$ cat config.mk
export PLATFORM = sky130hd
export DESIGN_NAME = dfp_data_path_control
export DESIGN_NICKNAME = d
export VERILOG_FILES = /design/src/logic/dfp_pkg.sv /design/src/logic/dfp_data_path_control.sv /design/src/logic/dfp_enable_ack.sv
export SDC_FILE = /design/constraint.sdc
export NUM_CORES = 1
export LEC_CHECK = 0
export ABC_CLOCK_PERIOD_IN_PS = 2800
export BUFFER_PORTS_ARGS = -buffer_cell sky130_fd_sc_hd__buf_2
export CAP_MARGIN = 25
export CORE_MARGIN = 2
export CORE_UTILIZATION = 50
export CTS_BUF_LIST = sky130_fd_sc_hd__clkbuf_4
export DETAILED_ROUTE_END_ITERATION = 6
export PLACE_DENSITY = 0.85
export SLEW_MARGIN = 10
export SYNTH_ARGS = -nofsm -noshare
export SYNTH_HDL_FRONTEND = slang
export SYNTH_SLANG_ARGS = --single-unit
export TNS_END_PERCENT = 10
$ cat constraint.sdc
create_clock -name clk -period 2.8 [get_ports clk]
set_clock_uncertainty 0.2 [all_clocks]
set_input_delay 0.84 -clock clk [delete_from_list [all_inputs] [get_ports clk]]
set_output_delay 0.84 -clock clk [all_outputs]
set_load 0.05 [all_outputs]
$ cat src/logic/dfp_pkg.sv
// Package with register map, field layout and carrier types of the data path control block.
package dfp_pkg;

    // Avalon-MM byte address width and data width.
    localparam int ADDR_W = 12;
    localparam int DATA_W = 32;

    // Register indices; the byte address on the bus is four times the index.
    localparam logic [9:0] IDX_ERROR = 10'h092;
    localparam logic [9:0] IDX_CTRL = 10'h093;
    localparam logic [9:0] IDX_STATUS = 10'h094;
    localparam logic [9:0] IDX_HOST_COUNT = 10'h0A0;
    localparam logic [9:0] IDX_THRESH = 10'h0A1;

    // Control register field positions.
    localparam int CTRL_WIDE_ODD = 6;
    localparam int CTRL_BUS_XFER = 5;
    localparam int CTRL_BUS_DMA = 4;
    localparam int CTRL_HOST_DMA = 3;
    localparam int CTRL_DIR = 2;
    localparam int CTRL_DRAIN = 1;
    localparam int CTRL_PTR_CLEAR = 0;

    // Status register field positions.
    localparam int STAT_DWORD_EQ = 5;
    localparam int STAT_MASTER_REQUEST_LINE = 4;
    localparam int STAT_HOST_XFER_DONE = 3;
    localparam int STAT_THRESH = 2;
    localparam int STAT_FULL = 1;
    localparam int STAT_EMPTY = 0;

    // Error register field position of the illegal sequencer address flag.
    localparam int ERR_ILL_SEQ_ADDR = 1;

    // Widths of the pointer, host count and threshold fields.
    localparam int PTR_W = 7;
    localparam int HOST_BYTE_COUNT_W = 24;
    localparam int THR_W = 2;
    localparam int RATE_W = 4;

    // Reset values.
    localparam logic [7:0] CTRL_RESET = 8'h00;
    localparam logic [PTR_W-1:0] PTR_RESET = 7'h00;
    localparam logic [HOST_BYTE_COUNT_W-1:0] HOST_BYTE_COUNT_RESET = 24'h000000;
    localparam logic [THR_W-1:0] THR_RESET = 2'h0;
    localparam logic [RATE_W-1:0] RATE_ZERO = 4'h0;

    // Threshold step in double words per limit code.
    localparam logic [PTR_W-1:0] THR_STEP = 7'h10;

    // Inputs from the surrounding data path, all synchronous levels or one-cycle pulses.
    typedef struct packed {
        logic bus_xfer_busy;          // SCSI bus transfer cycle still running.
        logic bus_dma_busy;           // SCSI block to FIFO cycle still running.
        logic host_dma_busy;          // Host bus cycle still running.
        logic [RATE_W-1:0] sync_rate_offset; // Programmed synchronous offset.
        logic data_in_phase;          // SCSI bus is in data-in phase.
        logic phase_change;           // Pulse: SCSI bus phase changed.
        logic bus_transfer_count_zero; // Pulse: SCSI transfer count reached zero.
        logic drain_complete;         // Pulse: flush finished.
        logic fifo_push;              // Pulse: one double word written into the FIFO.
        logic fifo_pop;               // Pulse: one double word read from the FIFO.
        logic holding_empty;          // All data holding registers are empty.
        logic seq_fifo_writing;       // Sequencer is loading the FIFO.
        logic host_xfer_needed;       // Host logic needs a host bus transfer.
        logic host_count_dec;         // Pulse: host count decrements.
        logic [2:0] host_dec_bytes;   // Bytes moved by that decrement.
        logic host_last_done;         // Last host transfer has completed.
        logic wide_xfer;              // 16-bit SCSI transfer in use.
        logic odd_last_byte;          // Pulse: odd final byte of a wide transfer.
        logic next_first_byte;        // Pulse: first byte of the next transfer.
    } dfp_path_in_t;

    // Controls driven to the surrounding data path.
    typedef struct packed {
        logic bus_xfer_allow;         // SCSI acknowledges may be issued.
        logic bus_dma_allow;          // SCSI block to FIFO moves allowed.
        logic host_dma_allow;         // Host bus transfers allowed.
        logic dir_acknowledge;        // 1: host to SCSI, 0: SCSI to host.
        logic buffer_drain_request;   // Flush pending or running.
        logic partial_dword_accept;   // Accept a partial double word load.
        logic hold_last_byte;         // Keep the odd final byte in the SCSI block.
        logic master_request_line;    // Request host bus mastership.
        logic [1:0] byte_offset;      // Byte offset latched at pointer clear.
    } dfp_path_out_t;

endpackage

$ cat src/logic/dfp_data_path_control.sv
// Data path control and status registers behind an Avalon-MM slave.
// Summary of operation
// - Wide odd count holds last byte for next.
// - Transfer enable gates SCSI acknowledges.
// - Transfer enable reads acknowledge; poll until zero.
// - Sync data-in with nonzero offset always enabled.
// - SCSI DMA enable gates block-to-FIFO moves.
// - DMA enables read acknowledge; wait for zero.
// - Host DMA clear pauses, keeping data and count.
// - Direction one is host to SCSI.
// - Direction acknowledge changes only with enables clear.
// - Flush drains FIFO to host, self clears.
// - Count zero or phase change flushes too.
// - Flush bit reads one while flush pending.
// - Flush during sequencer load accepts partial dword.
// - Pointer clear empties FIFO, latches byte offset.
// - One write sets enables, clear and direction.
// - Dword empty means read equals write address.
// - Master request pending while host needs bus.
// - Host done is count zero and last done.
// - Threshold bit reports programmed occupancy limit.
// - Full flag, and empty including holding registers.
// - Unused control and status bits read zero.
// - Host count write while enabled is refused.
`timescale 1ns/1ps
module dfp_data_path_control
(
    input wire logic clk,
    input wire logic rst,
    input wire logic [dfp_pkg::ADDR_W-1:0] avs_address,
    input wire logic avs_read,
    input wire logic avs_write,
    input wire logic [dfp_pkg::DATA_W-1:0] avs_writedata,
    input wire logic [3:0] avs_byteenable,
    output logic [dfp_pkg::DATA_W-1:0] avs_readdata,
    output logic avs_waitrequest,
    input wire logic [1:0] host_addr_low,
    input wire dfp_pkg::dfp_path_in_t path_in,
    output dfp_pkg::dfp_path_out_t path_out,
    output logic illegal_seq_address_error
);
    import dfp_pkg::*;

    // All state of the block in one record.
    typedef struct packed {
        logic bus_ack;                    // Answer cycle of the current access.
        logic [DATA_W-1:0] rdata;         // Registered read data.
        logic wide_odd;                   // Wide odd hold enable.
        logic bus_xfer_en;                // SCSI transfer enable request.
        logic bus_dma_en;                 // SCSI DMA enable request.
        logic host_dma_en;                // Host DMA enable request.
        logic dir_req;                    // Direction as written.
        logic dir_ack;                    // Direction in effect.
        logic drain;                      // Flush pending or running.
        logic partial;                    // Partial double word accept.
        logic hold_byte;                  // Odd byte held in the SCSI block.
        logic [PTR_W-1:0] wr_ptr;         // FIFO write address with rollover bit.
        logic [PTR_W-1:0] rd_ptr;         // FIFO read address with rollover bit.
        logic [1:0] byte_offset;          // Offset from the host address.
        logic [HOST_BYTE_COUNT_W-1:0] host_count;    // Host byte count.
        logic host_done;                  // Host transfer complete.
        logic master_request_line_pend;                  // Master request pending.
        logic [THR_W-1:0] thr_limit;      // Threshold limit code.
        logic ill_addr;                   // Illegal sequencer address flag.
    } dfp_state_t;

    dfp_state_t state_q;
    dfp_state_t state_d;

    logic bus_xfer_ack;                   // Acknowledge of the SCSI transfer enable.
    logic bus_dma_ack;                    // Acknowledge of the SCSI DMA enable.
    logic host_dma_ack;                   // Acknowledge of the host DMA enable.
    logic [9:0] idx;                      // Register index from the byte address.
    logic req;                            // Any bus request.
    logic wr_take;                        // Write takes effect this edge.
    logic [7:0] ctrl_rd;                  // Control register read view.
    logic [7:0] stat_rd;                  // Status register read view.
    logic [PTR_W-1:0] occupancy;          // Double words held in the FIFO.
    logic dword_eq;                       // Read and write addresses equal.
    logic fifo_full;                      // FIFO full.
    logic fifo_empty;                     // FIFO and holding registers empty.
    logic thr_met;                        // Occupancy reached the threshold.
    logic [PTR_W-1:0] thr_level;          // Threshold in double words.

    // The three enable acknowledges share one small module.
    dfp_enable_ack u_bus_xfer_ack
    (
        .clk(clk),
        .rst(rst),
        .enable(state_q.bus_xfer_en),
        .path_busy(path_in.bus_xfer_busy),
        .ack(bus_xfer_ack)
    );

    dfp_enable_ack u_bus_dma_ack
    (
        .clk(clk),
        .rst(rst),
        .enable(state_q.bus_dma_en),
        .path_busy(path_in.bus_dma_busy),
        .ack(bus_dma_ack)
    );

    dfp_enable_ack u_host_dma_ack
    (
        .clk(clk),
        .rst(rst),
        .enable(state_q.host_dma_en),
        .path_busy(path_in.host_dma_busy),
        .ack(host_dma_ack)
    );

    // Bus decode: every access waits one cycle, then answers.
    assign idx = avs_address[ADDR_W-1:2];
    assign req = avs_read | avs_write;
    assign wr_take = avs_write & state_q.bus_ack;
    assign avs_waitrequest = req & ~state_q.bus_ack;
    assign avs_readdata = state_q.rdata;

    // FIFO status derived from the two pointers.
    assign occupancy = state_q.wr_ptr - state_q.rd_ptr;
    assign dword_eq = (state_q.wr_ptr == state_q.rd_ptr);
    assign fifo_full = (state_q.wr_ptr[PTR_W-2:0] == state_q.rd_ptr[PTR_W-2:0])
        & (state_q.wr_ptr[PTR_W-1] != state_q.rd_ptr[PTR_W-1]);
    assign fifo_empty = dword_eq & path_in.holding_empty;
    assign thr_level = PTR_W'({1'b0, state_q.thr_limit} + 3'h1) * THR_STEP;
    assign thr_met = fifo_full | (occupancy >= thr_level);

    // Read views; bit 7 of control and bits 7 and 6 of status stay zero.
    always_comb
    begin
        ctrl_rd = CTRL_RESET;
        ctrl_rd[CTRL_WIDE_ODD] = state_q.wide_odd;
        ctrl_rd[CTRL_BUS_XFER] = bus_xfer_ack;
        ctrl_rd[CTRL_BUS_DMA] = bus_dma_ack;
        ctrl_rd[CTRL_HOST_DMA] = host_dma_ack;
        ctrl_rd[CTRL_DIR] = state_q.dir_ack;
        ctrl_rd[CTRL_DRAIN] = state_q.drain;
        ctrl_rd[CTRL_PTR_CLEAR] = 1'b0; // Pointer clear is self clearing.
        stat_rd = CTRL_RESET;
        stat_rd[STAT_DWORD_EQ] = dword_eq;
        stat_rd[STAT_MASTER_REQUEST_LINE] = state_q.master_request_line_pend;
        stat_rd[STAT_HOST_XFER_DONE] = state_q.host_done;
        stat_rd[STAT_THRESH] = thr_met;
        stat_rd[STAT_FULL] = fifo_full;
        stat_rd[STAT_EMPTY] = fifo_empty;
    end

    // Next state of the whole block.
    always_comb
    begin
        logic ctrl_wr;
        logic cnt_wr;
        logic ptr_clear;
        logic sw_drain;
        logic hw_drain;
        logic [HOST_BYTE_COUNT_W-1:0] cnt_new;
        ctrl_wr = 1'b0;
        cnt_wr = 1'b0;
        ptr_clear = 1'b0;
        sw_drain = 1'b0;
        hw_drain = 1'b0;
        cnt_new = state_q.host_count;
        state_d = state_q;

        // The answer cycle lasts one clock; read data is captured beforehand.
        state_d.bus_ack = req & ~state_q.bus_ack;
        if (avs_read & ~state_q.bus_ack)
        begin
            case (idx)
                IDX_CTRL: state_d.rdata = {24'h000000, ctrl_rd};
                IDX_STATUS: state_d.rdata = {24'h000000, stat_rd};
                IDX_ERROR: state_d.rdata = DATA_W'({state_q.ill_addr, 1'b0});
                IDX_HOST_COUNT: state_d.rdata = {8'h00, state_q.host_count};
                IDX_THRESH: state_d.rdata = DATA_W'(state_q.thr_limit);
                default: state_d.rdata = '0; // Unmapped addresses read zero.
            endcase
        end

        // Register writes at the edge where waitrequest is low.
        if (wr_take)
        begin
            case (idx)
                IDX_CTRL:
                begin
                    ctrl_wr = avs_byteenable[0];
                end
                IDX_HOST_COUNT:
                begin
                    // Changing the count under a live host DMA is an error.
                    if (state_q.host_dma_en | host_dma_ack)
                    begin
                        state_d.ill_addr = 1'b1;
                    end
                    else
                    begin
                        cnt_wr = 1'b1;
                    end
                end
                IDX_ERROR:
                begin
                    // Write one to clear the error flag.
                    if (avs_byteenable[0] & avs_writedata[ERR_ILL_SEQ_ADDR])
                    begin
                        state_d.ill_addr = 1'b0;
                    end
                end
                IDX_THRESH:
                begin
                    if (avs_byteenable[0])
                    begin
                        state_d.thr_limit = avs_writedata[THR_W-1:0];
                    end
                end
                default:
                begin
                    // Writes to unmapped addresses are ignored.
                end
            endcase
        end

        // A single control write may carry enables, clear and direction at once.
        if (ctrl_wr)
        begin
            state_d.wide_odd = avs_writedata[CTRL_WIDE_ODD];
            state_d.bus_xfer_en = avs_writedata[CTRL_BUS_XFER];
            state_d.bus_dma_en = avs_writedata[CTRL_BUS_DMA];
            state_d.host_dma_en = avs_writedata[CTRL_HOST_DMA];
            state_d.dir_req = avs_writedata[CTRL_DIR];
            ptr_clear = avs_writedata[CTRL_PTR_CLEAR];
            sw_drain = avs_writedata[CTRL_DRAIN];
        end

        // Direction takes effect only while every enable and acknowledge is clear.
        if (~(state_q.bus_xfer_en | state_q.bus_dma_en | state_q.host_dma_en
            | bus_xfer_ack | bus_dma_ack | host_dma_ack))
        begin
            state_d.dir_ack = state_q.dir_req;
        end

        // Pointer movement; a pointer clear overrides any movement.
        if (path_in.fifo_push)
        begin
            state_d.wr_ptr = state_q.wr_ptr + PTR_W'(1);
        end
        if (path_in.fifo_pop)
        begin
            state_d.rd_ptr = state_q.rd_ptr + PTR_W'(1);
        end
        if (ptr_clear)
        begin
            state_d.wr_ptr = PTR_RESET;
            state_d.rd_ptr = PTR_RESET;
            state_d.byte_offset = host_addr_low;
        end

        // Firmware flush works only when reading from SCSI and data is present;
        // during a sequencer load it instead asks for a partial double word.
        hw_drain = path_in.bus_transfer_count_zero | path_in.phase_change;
        if (path_in.drain_complete)
        begin
            state_d.drain = 1'b0;
            state_d.partial = 1'b0;
        end
        // New requests win over a completion in the same cycle.
        if ((sw_drain & ~state_q.dir_ack & ~fifo_empty) | hw_drain)
        begin
            state_d.drain = 1'b1;
        end
        if (sw_drain & path_in.seq_fifo_writing)
        begin
            state_d.partial = 1'b1;
            state_d.drain = 1'b1;
        end

        // Host count: written value or decrement; it survives a DMA pause.
        if (cnt_wr)
        begin
            if (avs_byteenable[0])
            begin
                cnt_new[7:0] = avs_writedata[7:0];
            end
            if (avs_byteenable[1])
            begin
                cnt_new[15:8] = avs_writedata[15:8];
            end
            if (avs_byteenable[2])
            begin
                cnt_new[23:16] = avs_writedata[23:16];
            end
            state_d.host_count = cnt_new;
        end
        else if (path_in.host_count_dec & (state_q.host_count != HOST_BYTE_COUNT_RESET))
        begin
            state_d.host_count = state_q.host_count
                - HOST_BYTE_COUNT_W'(path_in.host_dec_bytes);
        end

        // Host done sets on zero count with the last transfer done; a nonzero
        // count store clears it.
        if (cnt_wr & (cnt_new != HOST_BYTE_COUNT_RESET))
        begin
            state_d.host_done = 1'b0;
        end
        else if ((state_q.host_count == HOST_BYTE_COUNT_RESET) & path_in.host_last_done)
        begin
            state_d.host_done = 1'b1;
        end

        // Master request pending follows the host need, dropped on done or clear.
        state_d.master_request_line_pend = path_in.host_xfer_needed & host_dma_ack & state_q.host_dma_en
            & ~state_q.host_done & ~ptr_clear;

        // Wide odd hold keeps the final byte until the next first byte.
        if (state_q.wide_odd & path_in.wide_xfer & path_in.odd_last_byte)
        begin
            state_d.hold_byte = 1'b1;
        end
        else if (path_in.next_first_byte)
        begin
            state_d.hold_byte = 1'b0;
        end
    end

    // State register.
    always_ff @(posedge clk)
    begin
        if (rst)
        begin
            state_q <= '0;
        end
        else
        begin
            state_q <= state_d;
        end
    end

    // Path controls: enable requests gate new cycles at once when cleared.
    always_comb
    begin
        path_out.bus_xfer_allow = state_q.bus_xfer_en
            | ((path_in.sync_rate_offset != RATE_ZERO) & path_in.data_in_phase);
        path_out.bus_dma_allow = state_q.bus_dma_en;
        path_out.host_dma_allow = state_q.host_dma_en;
        path_out.dir_acknowledge = state_q.dir_ack;
        path_out.buffer_drain_request = state_q.drain;
        path_out.partial_dword_accept = state_q.partial;
        path_out.hold_last_byte = state_q.hold_byte;
        path_out.master_request_line = state_q.master_request_line_pend;
        path_out.byte_offset = state_q.byte_offset;
    end

    assign illegal_seq_address_error = state_q.ill_addr;
endmodule // dfp_data_path_control

$ cat src/logic/dfp_enable_ack.sv
// One enable bit with its acknowledge that falls only after the path goes idle.
`timescale 1ns/1ps
module dfp_enable_ack
(
    input wire logic clk,
    input wire logic rst,
    input wire logic enable,
    input wire logic path_busy,
    output logic ack
);
    import dfp_pkg::*;

    // All state of this module.
    typedef struct packed {
        logic ack;
    } dfp_ena_state_t;

    dfp_ena_state_t state_q;
    dfp_ena_state_t state_d;

    // The acknowledge follows a set on the next clock but holds after a clear until the
    // cycle in progress has ended, so a zero readback means idle.
    always_comb
    begin
        state_d = state_q;
        state_d.ack = enable | (state_q.ack & path_busy);
    end

    // State register.
    always_ff @(posedge clk)
    begin
        if (rst)
        begin
            state_q <= '0;
        end
        else
        begin
            state_q <= state_d;
        end
    end

    assign ack = state_q.ack;
endmodule // dfp_enable_ack

==> impl_metrics.ini, run 1 <==
[timing]
finalCritPeriodShare_pct = 99.0
finalCriticalPeriod_ns = 2.77
hold_viol_final = 0
rsz0062_at_grt = true
tightest_slew_ns = 0.622
slew_viol_final = 0
setup_slack_ns = 0.0276
relSlewSlack_pct = 58.5
fmax_mhz = 361
setup_viol = 0

[power]
peakVddDrop_v = 0.000461
p_switching_uw = 1810
p_clk_share_pct = 16.5
seqPwrFrac_pct = 38.5
p_leak_uw = 0.00238
internal_power_uw = 2490
power_density_nw_per_um2 = 753
power_switching_share_pct = 42.2
p_comb_share_pct = 45.0

[synthesis]
synth_seq_cells = 82
synth_top_area_share_pct = 32.9
synth_top_cell_by_area = dfxtp_1
synth_flop_cell = dfxtp_1
synthDistinctLibCells = 68
ys_seq_area_share_pct = 32.9
synth_warnings = 0
async_flop_share_pct = 0
synth_area_leaders = dfxtp_1, buf_4, nor2_1, a21oi_1, nand3_1
syn_inst = 617
syn_area_per_cell_um2 = 8.08
synth.cell_area_um2 = 4980
synth_edf_count = 0

[placement]
place_ws_ns = -0.112
portBuffers = 102
hpwlAfterDp_mm = 10.2
dpl_cell_area_um2 = 5520
gp_congestion = 0.933

[grt]
antenna_found_initial = 1
grt.total_usage_pct = 25.0
grt_pass1_vias = 4588
overflow = 0
grt_pass1_wl_mm = 21.9
grt_max_degree = 29

[clocking]
clk_path_buf_depth = 2
clock-root-buffer = clkbuf_4
cts.clk_slew.worst_paths_ns = 0.15
clock_latency_ns = 0.46
cts.sinks = 82
numCtsBuffers = 9
ctsHtreeMaxLevel = 3
cts_tree = done

[critical_path]
cp_slowest_cell = dfxtp_1
r2r-start = state_q[32]
critPathArrivalTime_ns = 2.93
worstPathRequired_ns = 2.96
crit_family = compound AO/OA/AOI/OAI gates
path_cells = inv_1, ha_1, nand2_1, o21ai_0, a21o_1, a21oi_2, xnor2_1, ha_1, a21o_1, a221oi_2, o21ai_1, a21oi_1, nor3_1
rrSetupSlack_ns = 0.03
crit_fanout = 2
cp-start-kind = register
criticalPathCategory = register to register
critical_path.max_stage_delay_ns = 0.38
endpoint_kind = register
path_buf_inv = 1
critPathLaunch = state_q[32]

[layout]
nFillCells = 858
postLayoutCellArea_um2 = 5710
utilization_pct = 58.7
final_cell_mix = buf_2, dfxtp_1, nor2_1
layout_commonest_cell = buf_2
area_delta_synth_final_pct = 14.6
drive_gt1_share_pct = 26.4
fin_nets = 798

[floorplan]
die_area_um2 = 10800
ios = 122
die_h_um = 104
initial_core_util_pct = 51.2
fp.dieW_um = 104
core-area_um2 = 9730
rows = 36

[run]
drv_cap = 0

[detailed_routing]
ant_nets = 0
wl_per_cell_um = 15.9
num_vias = 4804
drt_pre_antenna_iters = 4
wl_mm = 13.4
viasPerCell = 5.71
drt-initial-drc-count = 329
drc = 0

[min_path]
hold_path_class = register to register
min_from = avs_readdata[13]

[outcome]
status = complete, no violations
-- tightest hold or removal path: stages, from the launching register on --
cell	delay, ns
dfxtp_1	0.33
nand2_1	0.05
a21oi_1	0.05
-- power by group through the flow --
| stage | Clock, µW | Sequential, µW | Combinational [µW] |
|---|---|---|---|
| after floorplan | 0 | 1520 | 1550 |
| after global placement | 0 | 1660 | 1830 |
| after detailed placement | 0 | 1670 | 1880 |
| after CTS | 718 | 1640 | 1910 |
| after global routing | 769 | 1680 | 2140 |
| final | 711 | 1650 | 1930 |
-- path summary, 6_finish.rpt --
kind,to,cells past startpoint
setup / recovery,avs_readdata[2],13
hold / removal,avs_readdata[13],2
hold reg to reg,avs_readdata[13],2
setup reg to reg,avs_readdata[2],13
-- cells by family after synthesis --
logic type / share of synthesized area (%)
adders and majority gates: 4.57
AOI/OAI and AO/OA: 16.9
muxes: 3.06
buffers and inverters: 11.9
xor gates and xnor gates: 5.45
and+or+nand+nor: 25.1
DFF: 32.9
other: 0.0753
-- metrics by stage --
| stage | total power (µW) | hold slack (ns) | std cells | setup TNS, ns |
|---|---|---|---|---|
| global placement | 3490 | 0.236 | 824 | -0.0462 |
| CTS | 4260 | 0.261 | 841 | -0.0172 |
| finish | 4300 | 0.259 | 842 | 0 |
| detailed placement | 3550 | 0.242 | 824 | -0.295 |
| floorplan | 3070 | 0.232 | 624 | 0 |
| global route | 4590 | 0.284 | 842 | -0.112 |
-- cell type report --
cell class / instances / area (µm²) / share of cell area, %
timing repair buffer: 145 / 858 / 15.0
clock buffer: 10 / 75.1 / 1.31
tap: 133 / 166 / 2.91
multi-input combinational: 443 / 2820 / 49.4
clock inverter: 6 / 57.6 / 1.01
sequential: 82 / 1650 / 28.8
inverter: 22 / 82.6 / 1.45
antenna: 1 / 2.50 / 0.0438
-- synthesized netlist by cell type (3+ instances only) --
cell	count
a211oi_1	22
a21o_1	5
a21oi_1	50
a221oi_1	3
a222oi_1	3
a22oi_1	3
a31oi_1	7
a32oi_1	4
and3_1	5
and4_1	3
buf_1	3
buf_2	6
buf_4	42
buf_6	4
clkbuf_1	18
dfxtp_1	82
ha_1	15
inv_1	22
mux2i_1	13
nand2_1	46
nand2b_1	4
nand3_1	38
nand4_1	8
nand4b_1	3
nor2_1	73
nor2b_1	8
nor3_1	22
nor4_1	12
o21ai_0	13
or3_1	3
xnor2_1	17
xor2_1	14
-- state kept, by name, summed over array words and instances, names as in the netlist --
name / count
ctrl_rd: 1
illegal_seq_address_error: 1
u_bus_xfer_ack.ack: 1
u_host_dma_ack.ack: 1
path_out: 9
u_bus_dma_ack.ack: 1
avs_readdata: 24
state_q: 43
stat_rd: 1
-- what timing repair did --
item / 4_1_cts / 5_1_grt
setup endpoints to repair: 1 / 1
cloned: 0 / 0
gates resized for setup: 5 / 8
pin swaps: 5 / 3
endpoints found under the hold margin: 0 / 0
buffers inserted: 1 / 0
hold buffers: 0 / 0
-- routing by layer --
metal  track usage [%]  wire, µm  part of all wire, %
met1              31.2      5570                   42
met5                 0         0                    0
met2              42.4      6400                   48
met4              10.7       338                  2.5
met3              4.41      1070                  8.0
(Power assumes the default switching activity.)
==> inputs of run 2 (changes only) <==
--- a/config.mk
+++ b/config.mk
@@ -5,14 +5,13 @@
 export SDC_FILE = /design/constraint.sdc
 export NUM_CORES = 1
 export LEC_CHECK = 0
-export ABC_CLOCK_PERIOD_IN_PS = 2800
+export ABC_CLOCK_PERIOD_IN_PS = 2600
 export BUFFER_PORTS_ARGS = -buffer_cell sky130_fd_sc_hd__buf_2
 export CAP_MARGIN = 25
-export CORE_MARGIN = 2
 export CORE_UTILIZATION = 50
 export CTS_BUF_LIST = sky130_fd_sc_hd__clkbuf_4
 export DETAILED_ROUTE_END_ITERATION = 6
-export PLACE_DENSITY = 0.85
+export PLACE_DENSITY = 0.82
 export SLEW_MARGIN = 10
 export SYNTH_ARGS = -nofsm -noshare
 export SYNTH_HDL_FRONTEND = slang
==> constraint.sdc (replaced) <==
create_clock -name clk -period 2.6 [get_ports clk]
set_clock_uncertainty 0.2 [all_clocks]
set_input_delay 0.78 -clock clk [delete_from_list [all_inputs] [get_ports clk]]
set_output_delay 0.78 -clock clk [all_outputs]
set_load 0.05 [all_outputs]
==> impl_metrics.ini, run 2 (synthesized netlist as in run 1, its figures left out) <==
[layout]
fin_nets = 822
final_cell_mix = buf_2, dfxtp_1, nor2_1
drive_gt1_share_pct = 27.9
antenna_cells = 0
layout_commonest_cell = buf_2
largest-register = state_q
instances_no_fill = 864
area_delta_synth_final_pct = 17.9
largest_reg_flops = 43

[detailed_routing]
wl_mm = 14.0
drt_pre_antenna_iters = 5
drt-initial-drc-count = 315
viasPerCell = 5.76
ant_nets = 0
num_vias = 4979
drc = 0
wl_per_cell_um = 16.2

[clocking]
ctsHtreeMaxLevel = 3
cts.clk_slew.worst_paths_ns = 0.14
clock-root-buffer = clkbuf_4
cts_setup_buffers = 0
cts.sinks = 82
clock_latency_ns = 0.45
numCtsBuffers = 9
cts_tree = done
clk_path_buf_depth = 2

[floorplan]
ios = 122
initial_core_util_pct = 51.2
die_h_um = 102
rows = 36
core-area_um2 = 9730
die_area_um2 = 10400
fp.dieW_um = 102

[critical_path]
critPathLaunch = state_q[38]
r2r-start = state_q[38]
worstPathRequired_ns = 2.78
endpoint_kind = register
criticalPathCategory = register to register
critPathArrivalTime_ns = 3.00
cp-start-kind = register
crit_fanout = 2

[grt]
grt_pass1_wl_mm = 22.7
grtUsageMet2_pct = 48.2
grt-busiest-layer = met2
grt_pass1_vias = 4799
overflow = 0
grt_max_degree = 40
met1_usage_pct = 35.0
use_met3_pct = 2.94
grt.total_usage_pct = 28.0
antenna_found_initial = 0

[outcome]
status = complete, but fails checks
violations = negative setup slack

[timing]
setup_slack_ns = -0.220
slew_viol_final = 0
relSlewSlack_pct = 60.9
finalSetupTns_ns = -0.220
hold_viol_final = 0
fmax_mhz = 355
finalCriticalPeriod_ns = 2.82
rsz0062_at_grt = true
tightest_slew_ns = 0.586
finalCritPeriodShare_pct = 108
setup_viol = 1

[placement]
hpwlAfterDp_mm = 10.7
portBuffers = 102
dpl.cell_count = 849
gp_congestion = 0.929

[power]
power_density_nw_per_um2 = 837
p_leak_uw = 0.00249
peakVddDrop_v = 0.000421
power_uw = 4920

[run]
drv_cap = 0

[min_path]
hold_path_class = register to register
min_from = avs_readdata[11]
run 2: cell count changes in the layout (fill, tap and decap cells not counted), sizes merged:
cell,change
clkinv,-2
clkbuf,-1
diode,-1
buf,+24
clkinvlp,+2
run 2: worst max-delay path, cell delays in order (launching register included):
cell and delay (ns):
dfxtp_1 0.34, inv_1 0.06, ha_2 0.18, inv_1 0.06, fa_2 0.34, a21o_1 0.18
a21oi_2 0.14, o21bai_1 0.07, a21oi_1 0.16, xor2_1 0.09, ha_1 0.31, and4b_1 0.22
nand3_1 0.09, o21ai_2 0.13, a21oi_1 0.07, nor3_1 0.12
run 2: repair_timing:
item / 4_1_cts / 5_1_grt
hold buffers: 0 / 0
gates resized for setup: 1 / 2
setup endpoints to repair: 1 / 1
endpoints found under the hold margin: 0 / 0
run 2: path summary, 6_finish.rpt:
kind / depth (start not counted) / slack [ns] / endpoint
max: 15 / -0.22 / avs_readdata[2]
min: 2 / 0.26 / avs_readdata[11]
min reg2reg: 2 / 0.26 / avs_readdata[11]
max reg2reg: 15 / -0.22 / avs_readdata[2]
run 2: per-stage QoR:
stage	instance area (µm²)	util, %	worst slack [ns]	hold WS, ns
after floorplan	5030	-	-0.0264	0.232
after global placement	5740	59.0	-0.153	0.237
after detailed placement	5740	59.0	-0.178	0.242
after CTS	5870	60.3	-0.216	0.260
after global routing	5870	60.4	-0.364	0.274
final	5870	60.4	-0.220	0.256
run 2: final cells by class:
cell class,instances,area (µm²)
fill,872,3860
tap,133,166
inverter,22,82.6
clock buffer,9,67.6
sequential,82,1640
multi-input combinational,443,2800
clock inverter,6,58.8
timing repair buffer,169,1050
run 2: metal layers:
metal,vias up,wire length (µm)
met5,-,0
met4,0,525
met3,44,852
met2,240,6730
met1,2334,5880
li1,2361,-
run 2: power by group:
part	internal (µW)	switching (µW)	total (µW)
combinational	1150	1380	2530
sequential	1440	207	1640
clock	282	461	743
